===== src/design/mcm_params.svh =====
// offsets, field positions, reset values and counts of the clock monitor
`ifndef MCM_PARAMS_SVH
`define MCM_PARAMS_SVH
// ****************************************************************
// register byte offsets
// ****************************************************************
`define MCM_OFS_SYSCLK_EN    8'h00
`define MCM_OFS_SYSCLK_DIS   8'h04
`define MCM_OFS_SYSCLK_STAT  8'h08
`define MCM_OFS_MAIN_OSC     8'h20
`define MCM_OFS_FREQ_METER   8'h24
`define MCM_OFS_PLL_A        8'h28
`define MCM_OFS_MASTER       8'h30
`define MCM_OFS_PROG0        8'h40
`define MCM_OFS_PROG1        8'h44
`define MCM_OFS_PROG2        8'h48
`define MCM_OFS_IRQ_EN       8'h60
`define MCM_OFS_IRQ_DIS      8'h64
`define MCM_OFS_STATUS       8'h68
`define MCM_OFS_IRQ_MASK     8'h6C
`define MCM_OFS_FAULT_CLR    8'h78
// ****************************************************************
// field positions
// ****************************************************************
`define MCM_MOR_FASTRC       0
`define MCM_MOR_XTAL         1
`define MCM_MOR_START_LSB    8
`define MCM_MOR_MAINSEL      24
`define MCM_MOR_FAIL_DETECT_ENABLE        25
`define MCM_PLL_DIV_LSB      0
`define MCM_PLL_CNT_LSB      8
`define MCM_PLL_MUL_LSB      16
`define MCM_CSS_LSB          0
`define MCM_CLOCK_SCALE_RATIO_LSB         4
`define MCM_FM_RDY           16
`define MCM_SR_OSC_RDY       0
`define MCM_SR_LOCK          1
`define MCM_SR_MCK_RDY       3
`define MCM_SR_PCK_LSB       8
`define MCM_SR_CFD_EV        18
`define MCM_SR_CFD_ST        19
`define MCM_SR_FOS           20
`define MCM_IRQ_BITS         32'h0004_070B
// ****************************************************************
// reset values and counts
// ****************************************************************
`define MCM_RST_MOR          32'h0000_0001
`define MCM_RST_PLL          32'h0000_3F00
`define MCM_RST_MCKR         32'h0000_0001
`define MCM_FAIL_MIN_EDGES   4'h8
`define MCM_START_SHIFT      3
`define MCM_FM_WINDOW        5'h10
`define MCM_MCK_SWITCH       3'h4
`endif


===== src/design/mcm_pkg.sv =====
// types shared by the clock monitor and its users
package mcm_pkg;
	// avalon request group
	typedef struct packed {
		logic        read;
		logic        write;
		logic [7:0]  address;
		logic [31:0] writedata;
	} mcm_avs_req_t;
	// clock steering towards the clock tree
	typedef struct packed {
		logic [1:0]       mck_src;
		logic [2:0]       mck_clock_scale_ratio;
		logic             main_from_xtal;
		logic             fast_rc_en;
		logic             xtal_en;
		logic [11:0]      pll_ratio;
		logic [2:0]       pck_en;
		logic [2:0][1:0]  pck_src;
		logic [2:0][2:0]  pck_clock_scale_ratio;
	} mcm_clk_ctrl_t;
endpackage : mcm_pkg


===== src/design/mcm_clock_monitor.sv =====
// crystal failure monitor and clock sequencer with avalon register slave
//
// Operation
// [RULE1] detector off at reset, needs enable and crystal
// [RULE2] count crystal edges in slow high; under 8 fails
// [RULE3] failure sets sticky event flag; irq until status read
// [RULE4] live detector state bit in status
// [RULE5] crystal main plus pll master forces master to main
// [RULE6] failure moves main to fast rc, re-enables it
// [RULE7] detect and switch within two or three slow cycles
// [RULE8] fault output held until software clear; readable
// [RULE9] oscillator ready after eight times startup slow cycles
// [RULE10] meter counts main edges over sixteen slow cycles
// [RULE11] pll divider resets zero; software sets one
// [RULE12] multiplier zero is off, else ratio plus one
// [RULE13] lock after settle count; rewrite drops lock
// [RULE14] master prescaler 1,2,3,4,8..64; reset main undivided
// [RULE15] master source or prescaler change drops ready
// [RULE16] software changes source and prescaler separately
// [RULE17] pll rewrite runs master from slow until relock
// [RULE18] three prog outputs, set and clear enables, off
// [RULE19] prog source main/slow/pll/usb, power-two divide
// [RULE20] prog ready set once enabled and configured
// [RULE21] software disables prog output before reconfiguring
// [RULE22] ready and lock flags raise the interrupt
// [RULE23] external clocks synchronised before any status update
// [RULE24] source select in master register; divide three
//
// Added by the designer: the Avalon-MM slave port and the register offsets.
`timescale 1ns/1ps
`include "mcm_params.svh"
module mcm_clock_monitor (
	input  wire logic                  CLK,
	input  wire logic                  RSTN,
	input  wire mcm_pkg::mcm_avs_req_t AVS_REQ,
	output logic [31:0]                AVS_READDATA,
	output logic                       AVS_WAITREQUEST,
	input  wire logic                  SLOW_CLK,
	input  wire logic                  XTAL_CLK,
	input  wire logic                  FAST_RC_CLK,
	output logic                       FAULT_OUT,
	output logic                       IRQ,
	output mcm_pkg::mcm_clk_ctrl_t     CLK_CTRL
);
	import mcm_pkg::*;
	// ****************************************************************
	// synchronisers and edges
	// ****************************************************************
	logic [2:0] slk_ff;            // slow clock sync, [0] feeds [1] only
	logic [2:0] xtl_ff;            // crystal sync
	logic [2:0] frc_ff;            // fast rc sync
	logic       slow_rise;         // slow clock rising
	logic       slow_fall;         // slow clock falling
	logic       xtal_rise;         // crystal rising
	logic       frc_rise;          // fast rc rising

	// three stage shift per input; stage 0 is read by stage 1 only
	always_ff @(posedge CLK or negedge RSTN) begin
		if (!RSTN) begin
			slk_ff <= 3'h0;
			xtl_ff <= 3'h0;
			frc_ff <= 3'h0;
		end else begin
			slk_ff <= {slk_ff[1:0], SLOW_CLK};  // RULE23
			xtl_ff <= {xtl_ff[1:0], XTAL_CLK};  // RULE23
			frc_ff <= {frc_ff[1:0], FAST_RC_CLK};
		end
	end
	assign slow_rise = slk_ff[1] & ~slk_ff[2];
	assign slow_fall = ~slk_ff[1] & slk_ff[2];
	assign xtal_rise = xtl_ff[1] & ~xtl_ff[2];
	assign frc_rise  = frc_ff[1] & ~frc_ff[2];

	// ****************************************************************
	// avalon slave handshake
	// ****************************************************************
	logic        waitreq_ff;       // one wait state per access
	logic        req;              // read or write pending
	logic        acc;              // access completes this edge
	logic        acc_wr;           // write completes
	logic        acc_rd;           // read completes
	logic [7:0]  addr;             // byte address
	logic [31:0] wd;               // write data
	logic [31:0] rd_word;          // read mux
	logic [31:0] rdata_ff;         // registered read data

	assign req    = AVS_REQ.read | AVS_REQ.write;
	assign acc    = req & ~waitreq_ff;
	assign acc_wr = acc & AVS_REQ.write;
	assign acc_rd = acc & AVS_REQ.read;
	assign addr   = AVS_REQ.address;
	assign wd     = AVS_REQ.writedata;

	// waitrequest drops one cycle after the request, rises after taking
	always_ff @(posedge CLK or negedge RSTN) begin
		if (!RSTN) begin
			waitreq_ff <= 1'b1;
		end else begin
			waitreq_ff <= ~(req & waitreq_ff);
		end
	end

	// read data captured in the wait cycle, held until the next read
	always_ff @(posedge CLK or negedge RSTN) begin
		if (!RSTN) begin
			rdata_ff <= 32'h0000_0000;
		end else if (AVS_REQ.read && waitreq_ff) begin
			rdata_ff <= rd_word;
		end
	end

	// ****************************************************************
	// configuration registers
	// ****************************************************************
	logic        fastrc_en_ff;     // fast rc oscillator enable
	logic        xtal_en_ff;       // crystal_osc_enable
	logic [7:0]  start_ff;         // crystal_startup_time
	logic        mainsel_ff;       // main_source_is_crystal
	logic        cfd_en_ff;        // fail_detect_enable
	logic [7:0]  div_ff;           // pll input divider
	logic [5:0]  settle_ff;        // pll_settle_count
	logic [10:0] mul_ff;           // pll_feedback_factor
	logic [1:0]  css_ff;           // source_select of master clock
	logic [2:0]  clock_scale_ratio_ff;          // clock_scale_ratio, 7 means three
	logic [2:0]  pck_en_ff;        // prog output enables
	logic [2:0][1:0] pck_css_ff;   // prog output source
	logic [2:0][2:0] pck_clock_scale_ratio_ff;  // prog output power of two
	logic [31:0] imr_ff;           // interrupt mask
	logic        fail_pulse;       // failure declared this cycle
	logic        wr_mor;           // main_osc_reg written
	logic        wr_pll;           // pll_a_config_reg written
	logic        wr_mck_chg;       // master_clock_reg changed
	logic        force_main;       // failure pulls master off pll
	logic [2:0]  wr_pck;           // prog_output_config_reg written
	// reset words as constants, so their fields can be selected
	localparam logic [31:0] rst_mor  = `MCM_RST_MOR;   // main_osc_reg reset word
	localparam logic [31:0] rst_pll  = `MCM_RST_PLL;   // pll_a_config_reg reset word
	localparam logic [31:0] rst_mckr = `MCM_RST_MCKR;  // master_clock_reg reset word

	assign wr_mor     = acc_wr && addr == `MCM_OFS_MAIN_OSC;
	assign wr_pll     = acc_wr && addr == `MCM_OFS_PLL_A;
	assign wr_mck_chg = acc_wr && addr == `MCM_OFS_MASTER &&
		(wd[`MCM_CSS_LSB +: 2] != css_ff || wd[`MCM_CLOCK_SCALE_RATIO_LSB +: 3] != clock_scale_ratio_ff);  // RULE15
	assign force_main = fail_pulse && mainsel_ff && css_ff[1];  // RULE5
	assign wr_pck[0]  = acc_wr && addr == `MCM_OFS_PROG0;
	assign wr_pck[1]  = acc_wr && addr == `MCM_OFS_PROG1;
	assign wr_pck[2]  = acc_wr && addr == `MCM_OFS_PROG2;

	// main oscillator register; a failure overrides the same edge's write
	always_ff @(posedge CLK or negedge RSTN) begin
		if (!RSTN) begin
			fastrc_en_ff <= rst_mor[`MCM_MOR_FASTRC];
			xtal_en_ff   <= rst_mor[`MCM_MOR_XTAL];
			start_ff     <= rst_mor[`MCM_MOR_START_LSB +: 8];
			mainsel_ff   <= rst_mor[`MCM_MOR_MAINSEL];
			cfd_en_ff    <= rst_mor[`MCM_MOR_FAIL_DETECT_ENABLE];  // RULE1
		end else begin
			if (wr_mor) begin
				fastrc_en_ff <= wd[`MCM_MOR_FASTRC];
				xtal_en_ff   <= wd[`MCM_MOR_XTAL];
				start_ff     <= wd[`MCM_MOR_START_LSB +: 8];
				mainsel_ff   <= wd[`MCM_MOR_MAINSEL];
				cfd_en_ff    <= wd[`MCM_MOR_FAIL_DETECT_ENABLE];
			end
			if (fail_pulse) begin
				mainsel_ff   <= 1'b0;  // RULE6
				fastrc_en_ff <= 1'b1;  // RULE6
			end
		end
	end

	// pll register; divider and multiplier reset to zero, pll off
	always_ff @(posedge CLK or negedge RSTN) begin
		if (!RSTN) begin
			div_ff    <= rst_pll[`MCM_PLL_DIV_LSB +: 8];  // RULE11
			settle_ff <= rst_pll[`MCM_PLL_CNT_LSB +: 6];
			mul_ff    <= rst_pll[`MCM_PLL_MUL_LSB +: 11];
		end else if (wr_pll) begin
			div_ff    <= wd[`MCM_PLL_DIV_LSB +: 8];
			settle_ff <= wd[`MCM_PLL_CNT_LSB +: 6];
			mul_ff    <= wd[`MCM_PLL_MUL_LSB +: 11];  // RULE12
		end
	end

	// master clock register, main undivided after reset
	always_ff @(posedge CLK or negedge RSTN) begin
		if (!RSTN) begin
			css_ff  <= rst_mckr[`MCM_CSS_LSB +: 2];   // RULE14
			clock_scale_ratio_ff <= rst_mckr[`MCM_CLOCK_SCALE_RATIO_LSB +: 3];  // RULE14
		end else if (force_main) begin
			css_ff  <= 2'h1;  // RULE5
		end else if (acc_wr && addr == `MCM_OFS_MASTER) begin
			css_ff  <= wd[`MCM_CSS_LSB +: 2];   // RULE24
			clock_scale_ratio_ff <= wd[`MCM_CLOCK_SCALE_RATIO_LSB +: 3];  // RULE14
		end
	end

	// prog outputs: write-one enable and disable, config per output
	always_ff @(posedge CLK or negedge RSTN) begin
		if (!RSTN) begin
			pck_en_ff   <= 3'h0;                 // RULE18
			pck_css_ff  <= '0;                   // RULE19
			pck_clock_scale_ratio_ff <= '0;                   // RULE19
		end else begin
			if (acc_wr && addr == `MCM_OFS_SYSCLK_EN)
				pck_en_ff <= pck_en_ff | wd[2:0];   // RULE18
			if (acc_wr && addr == `MCM_OFS_SYSCLK_DIS)
				pck_en_ff <= pck_en_ff & ~wd[2:0];  // RULE18
			for (int i = 0; i < 3; i++) begin
				if (wr_pck[i]) begin
					pck_css_ff[i]  <= wd[`MCM_CSS_LSB +: 2];
					pck_clock_scale_ratio_ff[i] <= wd[`MCM_CLOCK_SCALE_RATIO_LSB +: 3];
				end
			end
		end
	end

	// interrupt mask: set and clear registers
	always_ff @(posedge CLK or negedge RSTN) begin
		if (!RSTN) begin
			imr_ff <= 32'h0000_0000;
		end else if (acc_wr && addr == `MCM_OFS_IRQ_EN) begin
			imr_ff <= imr_ff | (wd & `MCM_IRQ_BITS);
		end else if (acc_wr && addr == `MCM_OFS_IRQ_DIS) begin
			imr_ff <= imr_ff & ~wd;
		end
	end

	// ****************************************************************
	// crystal failure detector
	// ****************************************************************
	logic       det_on;            // detector running
	logic [3:0] xcnt_ff;           // crystal edges in slow high, saturating
	logic       cfd_st_ff;         // fail_detect_state
	logic       cfd_ev_ff;         // fail_event_flag
	logic       fos_ff;            // fault_out_state

	assign det_on     = cfd_en_ff & xtal_en_ff;  // RULE1
	assign fail_pulse = det_on && slow_fall && xcnt_ff < `MCM_FAIL_MIN_EDGES;  // RULE2

	// counter held clear while slow is low, counts while high
	always_ff @(posedge CLK or negedge RSTN) begin
		if (!RSTN) begin
			xcnt_ff <= 4'h0;
		end else if (!slk_ff[1]) begin
			xcnt_ff <= 4'h0;  // RULE2
		end else if (xtal_rise && xcnt_ff < `MCM_FAIL_MIN_EDGES) begin
			xcnt_ff <= xcnt_ff + 4'h1;  // RULE2
		end
	end

	// live state follows the last decision, off with the detector
	always_ff @(posedge CLK or negedge RSTN) begin
		if (!RSTN) begin
			cfd_st_ff <= 1'b0;
		end else if (!det_on) begin
			cfd_st_ff <= 1'b0;  // RULE1
		end else if (slow_fall) begin
			cfd_st_ff <= fail_pulse;  // RULE4
		end
	end

	// sticky event: set wins over the status read that clears it
	always_ff @(posedge CLK or negedge RSTN) begin
		if (!RSTN) begin
			cfd_ev_ff <= 1'b0;
		end else if (fail_pulse) begin
			cfd_ev_ff <= 1'b1;  // RULE3
		end else if (acc_rd && addr == `MCM_OFS_STATUS) begin
			cfd_ev_ff <= 1'b0;  // RULE3
		end
	end

	// fault output: set wins over the software clear
	always_ff @(posedge CLK or negedge RSTN) begin
		if (!RSTN) begin
			fos_ff <= 1'b0;
		end else if (fail_pulse) begin
			fos_ff <= 1'b1;  // RULE8
		end else if (acc_wr && addr == `MCM_OFS_FAULT_CLR && wd[0]) begin
			fos_ff <= 1'b0;  // RULE8
		end
	end

	// ****************************************************************
	// oscillator start-up, pll lock, frequency meter
	// ****************************************************************
	logic [10:0] osc_cnt_ff;       // start-up slow cycles left
	logic        osc_rdy_ff;       // crystal_osc_ready
	logic [5:0]  pll_cnt_ff;       // settle slow cycles left
	logic        lock_ff;          // pll lock
	logic        pll_on;           // pll running
	logic [4:0]  fm_win_ff;        // slow edges in window
	logic [15:0] fm_acc_ff;        // main edges counted
	logic [15:0] fm_cnt_ff;        // main_freq_count
	logic        fm_rdy_ff;        // freq_meter_ready

	assign pll_on = mul_ff != 11'h000 && div_ff != 8'h00;  // RULE12

	// start-up count loads on crystal enable, counts slow rises
	always_ff @(posedge CLK or negedge RSTN) begin
		if (!RSTN) begin
			osc_cnt_ff <= 11'h000;
			osc_rdy_ff <= 1'b0;
		end else if (wr_mor && wd[`MCM_MOR_XTAL] && !xtal_en_ff) begin
			// take the start-up value written with the enable itself
			osc_rdy_ff <= 1'b0;
			osc_cnt_ff <= {wd[`MCM_MOR_START_LSB +: 8], 3'h0};  // RULE9
		end else if (!xtal_en_ff) begin
			osc_rdy_ff <= 1'b0;
			osc_cnt_ff <= 11'h000;
		end else if (osc_cnt_ff == 11'h000) begin
			osc_rdy_ff <= 1'b1;  // RULE9
		end else if (slow_rise) begin
			osc_cnt_ff <= osc_cnt_ff - 11'h001;  // RULE9
		end
	end

	// lock drops on every pll write and returns after the settle count
	always_ff @(posedge CLK or negedge RSTN) begin
		if (!RSTN) begin
			pll_cnt_ff <= 6'h00;
			lock_ff    <= 1'b0;
		end else if (wr_pll) begin
			pll_cnt_ff <= wd[`MCM_PLL_CNT_LSB +: 6];  // RULE13
			lock_ff    <= 1'b0;                       // RULE13
		end else if (pll_cnt_ff != 6'h00) begin
			if (slow_rise)
				pll_cnt_ff <= pll_cnt_ff - 6'h01;
		end else begin
			lock_ff <= pll_on;  // RULE13
		end
	end

	// main edges over sixteen slow cycles, restarted by each window
	always_ff @(posedge CLK or negedge RSTN) begin
		if (!RSTN) begin
			fm_win_ff <= 5'h00;
			fm_acc_ff <= 16'h0000;
			fm_cnt_ff <= 16'h0000;
			fm_rdy_ff <= 1'b0;
		end else if (slow_rise && fm_win_ff == `MCM_FM_WINDOW - 5'h01) begin
			fm_cnt_ff <= fm_acc_ff;  // RULE10
			fm_rdy_ff <= 1'b1;       // RULE10
			fm_win_ff <= 5'h00;
			fm_acc_ff <= 16'h0000;
		end else begin
			if (slow_rise)
				fm_win_ff <= fm_win_ff + 5'h01;
			if (mainsel_ff ? xtal_rise : frc_rise)
				fm_acc_ff <= fm_acc_ff + 16'h0001;
		end
	end

	// ****************************************************************
	// master clock ready and prog output ready
	// ****************************************************************
	logic [2:0] mck_wait_ff;       // slow cycles until switched
	logic       mck_rdy_ff;        // master_clock_ready
	logic       pll_hold;          // master on unlocked pll
	logic [2:0] pck_rdy_ff;        // prog_output_ready

	assign pll_hold = css_ff == 2'h2 && !lock_ff;  // RULE17

	// ready drops on any change and rises after the switch time
	always_ff @(posedge CLK or negedge RSTN) begin
		if (!RSTN) begin
			mck_wait_ff <= 3'h0;
			mck_rdy_ff  <= 1'b1;
		end else if (wr_mck_chg || force_main || (wr_pll && css_ff == 2'h2)) begin
			mck_wait_ff <= `MCM_MCK_SWITCH;  // RULE15
			mck_rdy_ff  <= 1'b0;             // RULE15
		end else if (mck_wait_ff != 3'h0) begin
			if (slow_rise)
				mck_wait_ff <= mck_wait_ff - 3'h1;
		end else begin
			mck_rdy_ff <= !pll_hold;  // RULE17
		end
	end

	// prog ready follows the enable at the next slow rise
	always_ff @(posedge CLK or negedge RSTN) begin
		if (!RSTN) begin
			pck_rdy_ff <= 3'h0;
		end else begin
			for (int i = 0; i < 3; i++) begin
				if (!pck_en_ff[i] || wr_pck[i])
					pck_rdy_ff[i] <= 1'b0;
				else if (slow_rise)
					pck_rdy_ff[i] <= 1'b1;  // RULE20
			end
		end
	end

	// ****************************************************************
	// status, read mux and outputs
	// ****************************************************************
	logic [31:0] sr_word;          // power_status_reg
	logic        irq_ff;           // interrupt line
	logic        fault_ff;         // fault to pwm
	mcm_clk_ctrl_t ctrl_ff;        // clock steering

	// status word assembly
	always_comb begin
		sr_word = 32'h0000_0000;
		sr_word[`MCM_SR_OSC_RDY] = osc_rdy_ff;
		sr_word[`MCM_SR_LOCK]    = lock_ff;
		sr_word[`MCM_SR_MCK_RDY] = mck_rdy_ff;
		sr_word[`MCM_SR_PCK_LSB +: 3] = pck_rdy_ff;
		sr_word[`MCM_SR_CFD_EV]  = cfd_ev_ff;
		sr_word[`MCM_SR_CFD_ST]  = cfd_st_ff;  // RULE4
		sr_word[`MCM_SR_FOS]     = fos_ff;     // RULE8
	end

	// read mux; unmapped and write-only offsets read zero
	always_comb begin
		rd_word = 32'h0000_0000;
		unique case (addr)
			`MCM_OFS_SYSCLK_STAT: rd_word[2:0] = pck_en_ff;
			`MCM_OFS_MAIN_OSC: begin
				rd_word[`MCM_MOR_FASTRC] = fastrc_en_ff;
				rd_word[`MCM_MOR_XTAL]   = xtal_en_ff;
				rd_word[`MCM_MOR_START_LSB +: 8] = start_ff;
				rd_word[`MCM_MOR_MAINSEL] = mainsel_ff;
				rd_word[`MCM_MOR_FAIL_DETECT_ENABLE]  = cfd_en_ff;
			end
			`MCM_OFS_FREQ_METER: rd_word = {15'h0000, fm_rdy_ff, fm_cnt_ff};
			`MCM_OFS_PLL_A: rd_word = {5'h00, mul_ff, 2'h0, settle_ff, div_ff};
			`MCM_OFS_MASTER: rd_word = {25'h0000000, clock_scale_ratio_ff, 2'h0, css_ff};
			`MCM_OFS_PROG0: rd_word = {25'h0000000, pck_clock_scale_ratio_ff[0], 2'h0, pck_css_ff[0]};
			`MCM_OFS_PROG1: rd_word = {25'h0000000, pck_clock_scale_ratio_ff[1], 2'h0, pck_css_ff[1]};
			`MCM_OFS_PROG2: rd_word = {25'h0000000, pck_clock_scale_ratio_ff[2], 2'h0, pck_css_ff[2]};
			`MCM_OFS_STATUS: rd_word = sr_word;
			`MCM_OFS_IRQ_MASK: rd_word = imr_ff;
			default: rd_word = 32'h0000_0000;
		endcase
	end

	// registered outputs
	always_ff @(posedge CLK or negedge RSTN) begin
		if (!RSTN) begin
			irq_ff   <= 1'b0;
			fault_ff <= 1'b0;
			ctrl_ff  <= '0;
			// steering shows the register reset state: main, fast rc on
			ctrl_ff.mck_src    <= rst_mckr[`MCM_CSS_LSB +: 2];  // RULE14
			ctrl_ff.fast_rc_en <= rst_mor[`MCM_MOR_FASTRC];
		end else begin
			irq_ff   <= |(sr_word & imr_ff);  // RULE22
			fault_ff <= fos_ff;               // RULE8
			ctrl_ff.mck_src        <= pll_hold ? 2'h0 : css_ff;  // RULE17
			ctrl_ff.mck_clock_scale_ratio       <= clock_scale_ratio_ff;
			ctrl_ff.main_from_xtal <= mainsel_ff;  // RULE7
			ctrl_ff.fast_rc_en     <= fastrc_en_ff;
			ctrl_ff.xtal_en        <= xtal_en_ff;
			ctrl_ff.pll_ratio      <= pll_on ? {1'b0, mul_ff} + 12'h001 : 12'h000;  // RULE12
			ctrl_ff.pck_en         <= pck_en_ff;
			ctrl_ff.pck_src        <= pck_css_ff;
			ctrl_ff.pck_clock_scale_ratio       <= pck_clock_scale_ratio_ff;
		end
	end
	assign AVS_READDATA    = rdata_ff;
	assign AVS_WAITREQUEST = waitreq_ff;
	assign FAULT_OUT       = fault_ff;
	assign IRQ             = irq_ff;
	assign CLK_CTRL        = ctrl_ff;
endmodule : mcm_clock_monitor


===== config.mk =====
export PLATFORM = sky130hd
export DESIGN_NAME = mcm_clock_monitor
export DESIGN_NICKNAME = d
export VERILOG_FILES = /design/src/design/mcm_pkg.sv /design/src/design/mcm_clock_monitor.sv
export VERILOG_INCLUDE_DIRS = /design/src /design/src/design
export SDC_FILE = /design/constraint.sdc
export NUM_CORES = 1
export LEC_CHECK = 0
export ABC_CLOCK_PERIOD_IN_PS = 2100
export BUFFER_PORTS_ARGS = -buffer_cell sky130_fd_sc_hd__buf_2
export CORE_MARGIN = 3
export CORE_UTILIZATION = 35
export CTS_CLUSTER_DIAMETER = 60
export DETAILED_ROUTE_END_ITERATION = 8
export GPL_TIMING_DRIVEN = 0
export SLEW_MARGIN = 20
export SYNTH_ARGS = -nofsm -noshare
export SYNTH_HDL_FRONTEND = slang
export SYNTH_SLANG_ARGS = --single-unit

===== constraint.sdc =====
create_clock -name CLK -period 2.1 [get_ports CLK]
set_input_delay 0.21 -clock CLK [delete_from_list [all_inputs] [get_ports CLK]]
set_output_delay 0.21 -clock CLK [all_outputs]
set_load 0.01 [all_outputs]

Yosys cells after proc, flatten, opt, wreduce, memory -nomap -nowiden --
Index checks and enable logic that the tools add are counted.
Storage, ports and cells: input bits 47, register bits after elaboration 245
Operators by class: reduce and logical (&&, ||, !) cells 64, add/subtract/negate cells 7, $lt $le $gt $ge 1, eq/ne operators 25, mux-type cells 53, bitwise gates (word level) 24
Operators by type and width (count):
- 8-bit by 7-bit == test with 1-bit output (second input constant) | 8
- 32-bit two-way mux | 2
- 11-bit two-way mux | 4
- 5-bit one-hot mux with 8 select lines | 1
- 8-bit one-hot mux with 5 select lines | 1
- 21-bit by 32-bit bitwise AND with 32-bit output | 1
- 32-bit bitwise AND | 1
- 8-bit by 6-bit == test with 1-bit output (second input constant) | 4
- 16-bit two-way mux | 2
- 32-bit NOT | 1
- 32-bit by 19-bit bitwise OR with 32-bit output | 1
- 8-bit one-hot mux with 4 select lines | 1
- 32-bit OR reduction | 1
- 2-bit nonzero test | 15
- 1-bit logical AND | 26
- 1-bit two-way mux | 22
- 2-bit one-hot mux with 10 select lines | 1
- 6-bit two-way mux | 3
- 16-bit by 1-bit adder with 16-bit output (second input constant) | 1
- 3-bit two-way mux | 5
- 11-bit by 1-bit adder with 12-bit output (second input constant) | 1
- 12-bit two-way mux | 1
- 6-bit one-hot mux with 2 select lines | 1
- 11-bit logical NOT | 1
- 36 further kinds | 69

Depth between registers and ports, before layout --
depth in word-level cells 10, gate-level depth with buffers 8

Worst setup path after synthesis --
OpenSTA, ideal clock, no wires.
path type register -> register, start reg mainsel_ff, end reg fm_acc_ff[10], arrival 1.843 ns, required time 1.968 ns, setup slack 0.126 ns, clock period less this slack 1.974 ns, stages on the path, launching flop included 7, setup time 0.132 ns, cell sequence dfrtp_1 or3b_2 clkbuf_1 a2111oi_2 nand4_1 xor2_1 nor2_1
On the way: longest elaborated chain between the ends 2
RTL lines:
- from (decl) | line mcm_clock_monitor.sv:118 | logic mainsel_ff;
- from (signal assigned) | line mcm_clock_monitor.sv:155 | mainsel_ff <= rst_mor[`MCM_MOR_MAINSEL];
- from (signal assigned) | line mcm_clock_monitor.sv:162 | mainsel_ff <= wd[`MCM_MOR_MAINSEL];
- 1-bit two-way mux | line mcm_clock_monitor.sv:350 | if (mainsel_ff ? xtal_rise : frc_rise)
- 2-bit nonzero test (no line)
- to (signal assigned) | line mcm_clock_monitor.sv:351 | fm_acc_ff <= fm_acc_ff + 16'h0001;
- to (decl) | line mcm_clock_monitor.sv:294 | logic [15:0] fm_acc_ff;
No other way between the ends. A chain may end at the register's enable or synchronous reset.

Worst setup path in the final report --
Same ends and word-level chain as after synthesis.

==> results.json <==
{
  "status": "finished clean",
  "worst_pin_slew_ps": 882.3,
  "drt_wl_total_um": 29650,
  "cp_max_fo": 7,
  "tns_ps": 0,
  "synth_fp_nets": 1039,
  "rows": 62,
  "portBuffers": 118,
  "r2r_start": "mainsel_ff$_DFFE_PN0P_",
  "ant_nets": 0,
  "cts_num_sinks": 245,
  "yosys.area.top_type_share": 0.5523,
  "wire_per_inst_um": 18.85,
  "start_util": 0.3610,
  "r2r-end": "fm_acc_ff[10]$_DFFE_PN0P_",
  "antenna_found_initial": 1,
  "core-area_sq_mm": 0.02925,
  "clk_pin_slew_ps": 70,
  "drt-vias-per-instance": 5.196,
  "drc": 0,
  "hold_viol_final": 0,
  "setup.worst_path.start": "mainsel_ff$_DFFE_PN0P_",
  "cts_max_level": 1,
  "ys_seq_area_frac": 0.5821,
  "synth-edff-count": 0,
  "slowest_delay_ps": 500,
  "holdPathEnd": "pck_rdy_ff[2]$_DFFE_PN0P_",
  "min_path_type": "in2reg",
  "fp.dieW_um": 179.7,
  "grt_start_max_net_pins": 98,
  "synth_flop_cell": "dfrtp_1",
  "final.min_clock_period_ps": 2003,
  "dieHeight_um": 179.7,
  "synth_cell_type_count": 64,
  "area_growth_pct": 24.03,
  "place_area_sq_mm": 0.01169,
  "rsz0062_at_grt": "no",
  "peakVddDrop_uv": 554.9,
  "worstHoldStart": "AVS_REQ[39]",
  "fmax_mhz": 499.3,
  "stdcell_area_sq_mm": 0.01310,
  "worstPathRequired_ps": 2510,
  "worstSetupPathType": "reg2reg",
  "cts_root_buf": "clkbuf_16",
  "setup_viol": 0,
  "firstDrtPassIters": 6,
  "async_flop_share": 1.000,
  "r2r_cells": 5,
  "regToRegSetupSlack_ps": 100,
  "grt_pass1_wl_um": 47440,
  "fin_util": 0.4478,
  "ys_ff_latch": 245,
  "final_net_count": 1224,
  "synth_area_sq_mm": 0.01056,
  "io_pins": 120,
  "yosys_warnings": 0,
  "pre_cts_slack_ps": -449.1,
  "dpl.hpwl_um": 20940,
  "power_density_mw_per_mm2": 873.6,
  "worstPathArrival_ps": 2410,
  "gp_congestion": 0.8890,
  "drv_cap": 0,
  "overflow": 0,
  "cp-start-kind": "register",
  "yosysMostFrequentCell": "dfrtp_1",
  "synth_top_cells_by_area": "dfrtp_1, nand2_1, mux2_2, dfstp_2, nor2_1",
  "vias": 8173,
  "yosys.area.top_type": "dfrtp_1",
  "avgSynthCellArea_sq_um": 10.76,
  "syn_inst": 981,
  "cp_cell_sequence": "or3b_4 > a2111oi_4 > nand4_1 > xor2_1 > nor2_1",
  "clockBufferDepth": 3,
  "fin_ws_ps": 97.06,
  "whs_path_depth": 3,
  "crit_slowest_cell": "dfrtp_2",
  "grt_use_total": 0.1818,
  "cts_buffers": 28,
  "cts_tree": "yes",
  "clock_latency_ps": 560,
  "fin_skew_ps": 42.97,
  "relSlewSlack": 0.4073,
  "final-max-slew-violation-count": 0,
  "grt_pass1_vias": 8343,
  "synth_common_cells": "dfrtp_1, nand2_1, nor2_1",
  "p_leak_nw": 6.364,
  "finalPower_mw": 11.44,
  "drt-initial-drc-count": 619,
  "cp-end-kind": "register",
  "fin_crit_sh": 0.9538,
  "dieArea_sq_mm": 0.03228,
  "drive_above_1_share": 0.2163
}
[worst max-delay path: cells and delay by family (launching register included)]
| kind | cells | cell delay [ps] |
|---|---|---|
| flip-flops | 1 | 500 |
| XOR/XNOR | 1 | 150 |
| AO/OA/AOI/OAI | 1 | 480 |
| AND/OR/NAND/NOR | 3 | 700 |
[area by class of cell]
| cell class | instances | area [sq um] |
|---|---|---|
| diodes | 1 | 2.502 |
| plain buffers | 45 | 235.2 |
| clock buffers | 44 | 820.8 |
| clock inverters | 8 | 115.1 |
| fillers | 2719 | 16150 |
| inverters | 19 | 71.32 |
| multi-input cells | 668 | 4182 |
| flip-flops and latches | 245 | 6147 |
| well taps | 384 | 480.5 |
| repair buffers | 159 | 1041 |
[kinds of logic (layout without fill, tap and decap cells)]
family / Yosys count / in the layout / synth area share
adder cells (fa/ha/maj): 11 / 11 / 0.01304
multiplexers: 43 / 43 / 0.04468
other: 0 / 1 / 0
flip-flops: 245 / 245 / 0.5821
buffers and inverters: 68 / 275 / 0.02749
AO/OA/AOI/OAI: 174 / 174 / 0.1202
XOR/XNOR: 42 / 42 / 0.03484
AND/OR/NAND/NOR: 398 / 398 / 0.1777
[report_power, final]
| group | internal, mW | total (mW) | switching, mW |
|---|---|---|---|
| registers | 5.06 | 5.35 | 0.293 |
| clock network | 2.94 | 4.89 | 1.95 |
| logic | 0.498 | 1.20 | 0.701 |
| total | 8.50 | 11.4 | 2.94 |
[worst max path at each step]
stage / endpoint / slack, ps
2_1_floorplan: fm_acc_ff[10]$_DFFE_PN0P_ / 130
3_3_place_gp: CLK_CTRL[22]$_DFF_PN0_ / -3660
3_5_place_dp: settle_ff[1]$_DFFE_PN1P_ / -450
4_1_cts: fm_acc_ff[10]$_DFFE_PN0P_ / 0.5
5_1_grt: fm_acc_ff[10]$_DFFE_PN0P_ / 2
6_report: fm_acc_ff[10]$_DFFE_PN0P_ / 100
[repair_timing]
item                                    CTS  global route
pin swaps                                 2             1
gates cloned                              0             0
endpoints found under the setup margin  103           104
endpoints found under the hold margin   144             0
hold buffers                             37             0
resized for setup                        19            23
buffers inserted                          0             2
[per-stage QoR]
step	hold WS (ps)	cells
after floorplan	-85.59	981
after global placement	320.8	1483
after detailed placement	248.4	1485
after CTS	43.74	1572
after global routing	48.59	1573
final	37.71	1573
[metal layers]
metal / global-route usage / wire length, um
met1: 0.2533 / 13500
met2: 0.2932 / 13750
met3: 0.02910 / 1577
met4: 0.05662 / 819
met5: 0 / 0
[placed cells by master, fill, tap and decap left out, types with 17 or more instances in the layout]
master and instances:
a21boi_0 28, a222oi_1 19, and3_1 17, buf_2 123, clkbuf_1 32, clkbuf_16 28
dfrtp_1 232, dlygate4sd3_1 37, inv_1 19, mux2_2 33, nand2_1 190, nand3_1 29
nor2_1 66, o21ai_0 40, xnor2_1 24, xor2_1 18
[state kept, by name, indices dropped and copies added, names as in the netlist, 4 cells and up, named ones only]
name	cells
osc_cnt_ff	11
start_ff	8
settle_ff	6
fm_acc_ff	16
fm_cnt_ff	16
mul_ff	11
pck_clock_scale_ratio_ff	9
CLK_CTRL	38
pll_cnt_ff	6
pck_css_ff	6
imr_ff	25
AVS_READDATA	32
xcnt_ff	4
div_ff	8
fm_win_ff	5
No activity file was read; power rests on OpenSTA's default activity.
